==> src/design/subams_pkg.sv <==
// Purpose: Shared constants and types for the subactive mode sequencer
// Assumes: One 100 MHz clock, synchronous active-low reset
// Notes: Mode encodings follow a Gray path high-speed -> subactive -> watch -> subsleep
package subams_pkg;

    // Power modes, Gray coded along high-speed -> subactive -> watch -> subsleep
    typedef enum logic [2:0] {
        SUBAMS_HIGH_SPEED = 3'b000,
        SUBAMS_SUBACTIVE  = 3'b001,
        SUBAMS_WATCH      = 3'b011,
        SUBAMS_SUBSLEEP   = 3'b010,
        SUBAMS_HW_STANDBY = 3'b110,
        SUBAMS_RESET      = 3'b111
    } subams_mode_t;

    // Divider width and the value required for low-speed operation
    localparam int SUBAMS_DIV_W = 3;
    localparam logic [2:0] SUBAMS_DIV_ZERO = 3'h0;

    // Reset value of the mode
    localparam subams_mode_t SUBAMS_MODE_RST = SUBAMS_HIGH_SPEED;

    // Gate bit positions in the clock enable vector
    localparam int SUBAMS_GATE_W = 5;
    localparam int SUBAMS_GATE_SYSOSC = 0;
    localparam int SUBAMS_GATE_CPU_MAIN = 1;
    localparam int SUBAMS_GATE_CPU_SUB = 2;
    localparam int SUBAMS_GATE_KEPT = 3;
    localparam int SUBAMS_GATE_OTHER = 4;

endpackage

==> src/design/subams_sync_if.sv <==
// Purpose: Carries synchronised pin levels from the synchroniser to the sequencer
// Assumes: Same clock domain on both sides
// Notes: Levels only, active low as on the pins
`timescale 1ns/1ns
interface subams_sync_if;
    logic cold_init_n;
    logic manual_init_n;
    logic hw_standby_n;
    modport src (output cold_init_n, output manual_init_n, output hw_standby_n);
    modport dst (input cold_init_n, input manual_init_n, input hw_standby_n);
endinterface

==> src/design/subams_pin_sync.sv <==
// Purpose: Two-flop synchronisers for the three asynchronous init and standby pins
// Assumes: Pins are idle high; reset presets the flops high
// Notes: The first stage feeds only the second
`timescale 1ns/1ns
module subams_pin_sync
    import subams_pkg::*;
(
    // Clock and reset
    input wire logic clk,
    input wire logic rst_n,
    // Raw pins
    input wire logic cold_init_pin_n,
    input wire logic manual_init_pin_n,
    input wire logic hw_standby_pin_n,
    // Synchronised levels
    subams_sync_if.src sync
);
    logic [2:0] meta_reg;
    logic [2:0] stable_reg;

    // Two-stage synchroniser chain
    always_ff @(posedge clk)
    begin
        if (!rst_n)
        begin
            meta_reg <= 3'h7;
            stable_reg <= 3'h7;
        end
        else
        begin
            meta_reg <= {hw_standby_pin_n, manual_init_pin_n, cold_init_pin_n};
            stable_reg <= meta_reg;
        end
    end

    // Hand levels over to the sequencer
    assign sync.cold_init_n = stable_reg[0];
    assign sync.manual_init_n = stable_reg[1];
    assign sync.hw_standby_n = stable_reg[2];
endmodule // subams_pin_sync

==> src/design/subams_sequencer.sv <==
// Purpose: Power-mode sequencer for entry to and exit from subactive mode
// Assumes: Core issues a one-cycle sleep strobe; control bits are stable around it
// Notes: Reset pins return the chip via an init state, then to high-speed mode
`timescale 1ns/1ns

// Overview of operation
// Sleep in high-speed with standby, direct, low-speed, prescaler bits all 1 enters subactive.
// Interrupt in watch mode with low-speed-on 1 goes to subactive.
// Interrupt in subsleep always returns to subactive.
// Subactive: core on subclock, main oscillator and most peripherals stopped.
// Software zeros the clock divider before running in subactive.
// Sleep in subactive, standby 1, direct 0, prescaler 1 goes to watch.
// Sleep in subactive, standby 0, low-speed 1, prescaler 1 goes to subsleep.
// Sleep in subactive, standby 1, direct 1, low-speed 0, prescaler 1 goes high-speed.
// Subactive exits by sleep, cold init, manual init or hardware standby pin.
// Hardware standby pin low forces hardware standby on the third clock edge, after the two-flop synchroniser.
module subams_sequencer
    import subams_pkg::*;
(
    // Clock and reset
    input wire logic clk,
    input wire logic rst_n,
    // Pins, active low, asynchronous
    input wire logic cold_init_pin_n,
    input wire logic manual_init_pin_n,
    input wire logic hw_standby_pin_n,
    // Core requests
    input wire logic sleep_req,
    input wire logic irq_req,
    // Control bits
    input wire logic standby_select_bit,
    input wire logic direct_transfer_bit,
    input wire logic low_speed_on_bit,
    input wire logic watchdog_prescaler_select,
    input wire logic [SUBAMS_DIV_W-1:0] system_clock_divider,
    // Status
    output subams_mode_t mode,
    output logic [SUBAMS_GATE_W-1:0] clock_gates,
    output logic divider_fault,
    output logic to_high_speed
);
    subams_sync_if sync_if ();
    subams_mode_t mode_reg;
    subams_mode_t mode_next;
    logic [SUBAMS_GATE_W-1:0] gates_reg;
    logic [SUBAMS_GATE_W-1:0] gates_next;
    logic fault_reg;
    logic hs_pulse_reg;

    subams_pin_sync u_sync (
        .clk(clk),
        .rst_n(rst_n),
        .cold_init_pin_n(cold_init_pin_n),
        .manual_init_pin_n(manual_init_pin_n),
        .hw_standby_pin_n(hw_standby_pin_n),
        .sync(sync_if.src)
    );

    // Decoded conditions
    wire init_active = !sync_if.cold_init_n || !sync_if.manual_init_n;
    wire standby_active = !sync_if.hw_standby_n;
    wire in_sub = (mode_reg == SUBAMS_SUBACTIVE);
    wire go_sub_from_hs = standby_select_bit && direct_transfer_bit && low_speed_on_bit
        && watchdog_prescaler_select;
    wire go_watch = standby_select_bit && !direct_transfer_bit && watchdog_prescaler_select;
    wire go_subsleep = !standby_select_bit && low_speed_on_bit && watchdog_prescaler_select;
    wire go_hs = standby_select_bit && direct_transfer_bit && !low_speed_on_bit
        && watchdog_prescaler_select;

    // Next-mode selection; standby pin outranks init pins, which outrank sleep
    always_comb
    begin
        mode_next = mode_reg;
        if (standby_active)
            mode_next = SUBAMS_HW_STANDBY;
        else if (init_active)
            mode_next = SUBAMS_RESET;
        else
            unique case (mode_reg)
                SUBAMS_HIGH_SPEED:
                begin
                    if (sleep_req && go_sub_from_hs)
                        mode_next = SUBAMS_SUBACTIVE;
                end
                SUBAMS_SUBACTIVE:
                begin
                    if (sleep_req && go_watch)
                        mode_next = SUBAMS_WATCH;
                    else if (sleep_req && go_subsleep)
                        mode_next = SUBAMS_SUBSLEEP;
                    else if (sleep_req && go_hs)
                        mode_next = SUBAMS_HIGH_SPEED;
                end
                SUBAMS_WATCH:
                begin
                    if (irq_req && low_speed_on_bit)
                        mode_next = SUBAMS_SUBACTIVE;
                end
                SUBAMS_SUBSLEEP:
                begin
                    if (irq_req)
                        mode_next = SUBAMS_SUBACTIVE;
                end
                SUBAMS_HW_STANDBY:
                    mode_next = SUBAMS_RESET;
                SUBAMS_RESET:
                    mode_next = SUBAMS_HIGH_SPEED;
                default:
                    mode_next = SUBAMS_MODE_RST;
            endcase
    end

    // Clock gating per mode: subactive keeps subclock core and the kept peripherals only
    always_comb
    begin
        gates_next = '0;
        unique case (mode_next)
            SUBAMS_HIGH_SPEED:
                gates_next = 5'h1B;
            SUBAMS_SUBACTIVE:
            begin
                gates_next[SUBAMS_GATE_CPU_SUB] = 1'b1;
                gates_next[SUBAMS_GATE_KEPT] = 1'b1;
            end
            SUBAMS_WATCH:
                gates_next[SUBAMS_GATE_KEPT] = 1'b1;
            SUBAMS_SUBSLEEP:
                gates_next[SUBAMS_GATE_KEPT] = 1'b1;
            SUBAMS_RESET:
                gates_next[SUBAMS_GATE_SYSOSC] = 1'b1;
            default:
                gates_next = '0;
        endcase
    end

    // State, gates and status flags
    always_ff @(posedge clk)
    begin
        if (!rst_n)
        begin
            mode_reg <= SUBAMS_MODE_RST;
            gates_reg <= 5'h1B;
            fault_reg <= 1'b0;
            hs_pulse_reg <= 1'b0;
        end
        else
        begin
            mode_reg <= mode_next;
            gates_reg <= gates_next;
            fault_reg <= in_sub && (system_clock_divider != SUBAMS_DIV_ZERO);
            hs_pulse_reg <= in_sub && (mode_next == SUBAMS_HIGH_SPEED);
        end
    end

    assign mode = mode_reg;
    assign clock_gates = gates_reg;
    assign divider_fault = fault_reg;
    assign to_high_speed = hs_pulse_reg;
endmodule // subams_sequencer

==> config.mk <==
export PLATFORM = sky130hd
export DESIGN_NAME = subams_sequencer
export DESIGN_NICKNAME = d
export VERILOG_FILES = /design/src/design/subams_pkg.sv /design/src/design/subams_sync_if.sv /design/src/design/subams_pin_sync.sv /design/src/design/subams_sequencer.sv
export SDC_FILE = /design/constraint.sdc
export NUM_CORES = 1
export LEC_CHECK = 0
export CAP_MARGIN = 20
export CORE_AREA = 4 4 41 43
export CTS_BUF_LIST = sky130_fd_sc_hd__clkbuf_8
export DETAILED_ROUTE_END_ITERATION = 10
export DIE_AREA = 0 0 45 47
export DONT_BUFFER_PORTS = 1
export SLEW_MARGIN = 20
export SYNTH_ARGS = -nofsm -noshare
export SYNTH_HDL_FRONTEND = slang
export SYNTH_SLANG_ARGS = --single-unit
==> constraint.sdc <==
create_clock -name clk -period 2 [get_ports clk]
set_clock_uncertainty 0.2 [all_clocks]
set_input_delay 0.4 -clock clk [delete_from_list [all_inputs] [get_ports clk]]
set_output_delay 0.4 -clock clk [all_outputs]
set_load 0.05 [all_outputs]
Word level (Yosys, flattened, before mapping) --
Index checks and enable logic that the tools add are counted.
Word-level totals: memories kept 0, bits in writable memories 0, bits in latches 0, memory bits (read-only) 0, flip-flop bits (word level) 16, bits of input ports 14
Cells by class: div/mod/pow operators 0, order comparisons 0, bitwise logic cells 0, mux-type cells 13, $mul 0, reduce and logical (&&, ||, !) cells 27, shift operators 0, add/sub/neg operators 0, eq/ne operators 8
Operator list (count):
- 3-bit 2-to-1 mux | 8
- 1-bit logical AND | 16
- 3-bit one-hot mux with 5 select lines | 1
- 3-bit by 2-bit == test with 1-bit output (second input constant) | 4
- 3-bit by 1-bit == test with 1-bit output (second input constant) | 2
- 3-bit == test (second input constant) | 2
- 3-bit zero test | 2
- 1-bit zero test | 5
- 1-bit 2-to-1 mux | 4
- 4-bit OR reduction | 1
- 3-bit nonzero test | 1
- 2-bit OR reduction | 1
- 1-bit logical OR | 1

Depth between registers and ports, before layout --
depth in word-level cells 13, depth in mapped cells 5, mapped depth without buffers 5

Hierarchy --
Synthesis repeated with hierarchy kept, for this count alone.
Second synthesis, totals: cell total of the unflattened synthesis 56, area total of the unflattened synthesis 576.8 µm²
Modules (own cells, without submodules):
- subams_sequencer | times used 1, sequential area each 180.2 µm², area each 419.2 µm², cells an instance 44
- subams_pin_sync | times used 1, sequential area each 120.1 µm², area each 157.7 µm², cells an instance 12

Least setup slack after synthesis --
No wires, ideal clock.
path type register to register, start point register mode_reg[0] (netlist: mode[0]), end point register gates_reg[0] (netlist: clock_gates[0]), stages on the path, launching flop included 6, setup slack 0.083 ns, arrival time 1.645 ns, data required time 1.728 ns, library setup time 0.072 ns, path buffers 0, cell sequence dfxtp_1 -> or4b_1 -> nor3_2 -> a2111oi_2 -> nor2b_2 -> mux2i_1
On the way: word-level cells in the longest chain between the ends 9
RTL lines:
- start, declared | RTL line subams_sequencer.sv:43 | subams_mode_t mode_reg;
- start signal, assigned | RTL line subams_sequencer.sv:148 | mode_reg <= mode_next;
- 3-bit 2-to-1 mux | RTL line subams_sequencer.sv:91 | else if (sleep_req && go_hs)
- 3-bit 2-to-1 mux | RTL line subams_sequencer.sv:89 | else if (sleep_req && go_subsleep)
- 3-bit 2-to-1 mux | RTL line subams_sequencer.sv:87 | if (sleep_req && go_watch)
- 3-bit one-hot mux with 5 select lines * | RTL line subams_sequencer.sv:79 | unique case (mode_reg)
- 3-bit 2-to-1 mux * | RTL line subams_sequencer.sv:76 | else if (init_active)
- 3-bit 2-to-1 mux * | RTL line subams_sequencer.sv:74 | if (standby_active)
- 3-bit == test or 3-bit zero test (tied branches) | RTL line subams_sequencer.sv:117 | unique case (mode_next)
- 2-bit OR reduction (no line) *
- 1-bit 2-to-1 mux * | RTL line subams_sequencer.sv:117
- end signal, assigned | RTL line subams_sequencer.sv:149 | gates_reg <= gates_next;
- end, declared | RTL line subams_sequencer.sv:45 | logic [SUBAMS_GATE_W-1:0] gates_reg;
Every way passes the cells marked *; elsewhere a longest branch is shown, timed or not. A chain may end at the register's enable or synchronous reset.

Worst setup path in the final report --
Same ends and word-level chain as after synthesis.

==> results.md <==
- Status: finished clean
- Ports: 24
- Max cap viols: 0
- Commonest non-fill, non-tap cell in the layout: dfxtp_1
- First-pass GRT wire length: 1550 um
- Number of global-route vias before repair: 393
- Multiplexer area fraction after synthesis: 1.71%
- Mapped Cells: 60
- Clock-pin slew on the worst setup and hold paths: 0.06 ns
- CTS root buf: clkbuf_8
- Top cells by area, synth: dfxtp_1 51%, nand2b_1 8.5%, a21oi_1 2.6%
- Post-route worst setup slack: 0.148 ns
- Final Cycle Share: 92.6%
- CORE AREA: 1300 um^2
- Util after Layout: 51.3%
- Initial drt markers: 5
- Vias per cell: 5.35
- Share of layout cells above drive strength 1: 16.7%
- Fin. Hold Viols: 0
- Largest family of logic cells by synthesized area: simple AND/OR/NAND/NOR gates
- Port buffer count: 0
- Initial core utilization: 45.0%
- CP Launch Type: flop
- Max reg flops: 4
- Layout Area Growth over Synthesis: 14.1%
- Die Area: 2120 um^2
- Detailed placement HPWL: 785 um
- Final non-filler cell total: 81
- Commonest non-fill, non-tap cells in the layout: 15 x dfxtp_1, 8 x nand2b_1, 4 x nand2_1, 4 x inv_1, 4 x buf_4
- Post-CTS Hold Fix Bufs: 0
- Critical path class: flop to flop
- Row count: 13
- Post-CTS Resized: 0
- GPL Wtd Cong: 0.756
- Synthesized area: 586 um^2
- Postcts setup bufs: 0
- Final TNS setup: 0 ns
- # clock sinks: 15
- Pwr dens: 1060 nW/um^2
- Slew Viols, Final: 0
- Skew-Pair Late Insertion Delay: 0.23 ns
- HP Class: input pin to flop
- Pre-antenna DRT Iters: 4
- # fillers: 125
- Fin crit period: 1.85 ns
- Synth area leader: dfxtp_1
- N_diodes: 0
- Synth Area in Simple Gates: 31.6%
- Total track usage: 10.4%
- Pre-CTS setup slack: 0.171 ns
- Cells after DPL: 77
- Peak VDD IR: 0.672 mV
- Number of distinct library cells after synthesis: 26
- Final Setup Violations: 0
- Adder-Cell Fraction of Synth Area: 0%
- Data required, critical path: 1.96 ns
- Die W: 45 um
- CTS tree: yes
- Via count: 433
- Ys Warns: 0
- Post-synth top area share: 51.3%
- Sequential-to-total area share from yosys stat: 51.3%
- Syn_nets: 74
- FF+latch count, synth: 15
- RSZ-0062 raised after global routing: false
- Syn avg cell area: 9.76 um^2
- WL/cell: 12.6 um
- Chip height: 47 um
- DRC violations left: 0
- Slew @ Worst Pin: 0.486 ns
- Slew headroom: 67.6%
- Routed Antenna Nets: 0
- Fin Hold WS: 0.0366 ns
- Xor/xnor cell area share of the yosys netlist: 0%
- Post-synthesis compound-gate area fraction: 11.5%
- Worst setup EP type: flop
- Initial antenna violation count: 0
- CP arrival: 1.82 ns
- Inserted Clock Buffers: 3
- Gr ovfl total: 0
- Leak Pwr: 0.283 nW
- Peak Freq: 540 MHz
- # H-tree levels: 1
- Fin nets: 81
- Critical path peak fanout: 7
- CTS max path bufs: 2
- Largest net degree at the start of global routing: 14
- WL final: 1020 um
## critical path, cell delays in order (launching register included)
cell and delay [ns]:
dfxtp_1 0.36, or4b_1 0.55, nor3_2 0.15, a2111oi_2 0.08, nor2b_2 0.23, mux2i_1 0.21
## power by group
part | switching, mW | total, mW | leakage [nW] | internal, mW
registers | 0.0409 | 0.363 | 0.124 | 0.322
logic | 0.0770 | 0.120 | 0.132 | 0.0426
clock network | 0.0895 | 0.225 | 0.0269 | 0.135
total | 0.207 | 0.707 | 0.283 | 0.499
## final timing paths
check / from / endpoint / slack, ns / cells past startpoint
hold / removal: rst_n / u_sync.meta_reg[2] / 0.04 / 1
setup reg to reg: mode[0] / clock_gates[0] / 0.15 / 5
hold reg to reg: u_sync.meta_reg[0] / u_sync.stable_reg[0] / 0.20 / 1
setup / recovery: mode[0] / clock_gates[0] / 0.15 / 5
## logic make-up (layout without fill, tap and decap cells)
family	count (synthesis)	after routing
compound gates	9	9
flops	15	15
simple gates	30	30
buf+inv	5	11
mux	1	1
## layer usage
metal  vias up  wire (um)  GRT usage, %
met4         0         17          7.02
met3         2        134          4.21
met1       186        472          12.5
li1        216          -             -
met2        29        397          15.3
met5         -          0             0
## stage by stage
stage               cell area (um^2)  total power, mW
global placement                 623            0.487
global route                     668            0.740
finish                           668            0.707
floorplan                        586            0.468
CTS                              668            0.711
detailed placement               623            0.488
## cell type report
type / instances / area, um^2 / area share, %
repair buffers: 4 / 30.0 / 4.49
clock inverters: 1 / 3.75 / 0.562
well taps: 15 / 18.8 / 2.81
clock buffers: 3 / 41.3 / 6.18
flip-flops and latches: 15 / 300 / 44.9
inverters: 3 / 11.3 / 1.69
multi-input cells: 40 / 263 / 39.3
## Yosys cell counts
cell / count
a21oi_1: 3
buf_4: 1
and3_1: 1
nor2b_2: 1
o21ai_0: 1
o21a_1: 1
and2b_2: 1
clkbuf_1: 1
nor3_2: 1
nand2b_1: 8
nor2b_1: 2
inv_1: 3
a2111oi_2: 1
mux2i_1: 1
or4b_1: 1
dfxtp_1: 15
nand3b_1: 2
nand3_1: 2
a211oi_1: 1
nor3_1: 3
nor3b_1: 1
a21o_1: 1
o211a_1: 1
nor2_1: 1
nand2_1: 4
and2_1: 2
(Power assumes the default switching activity.)
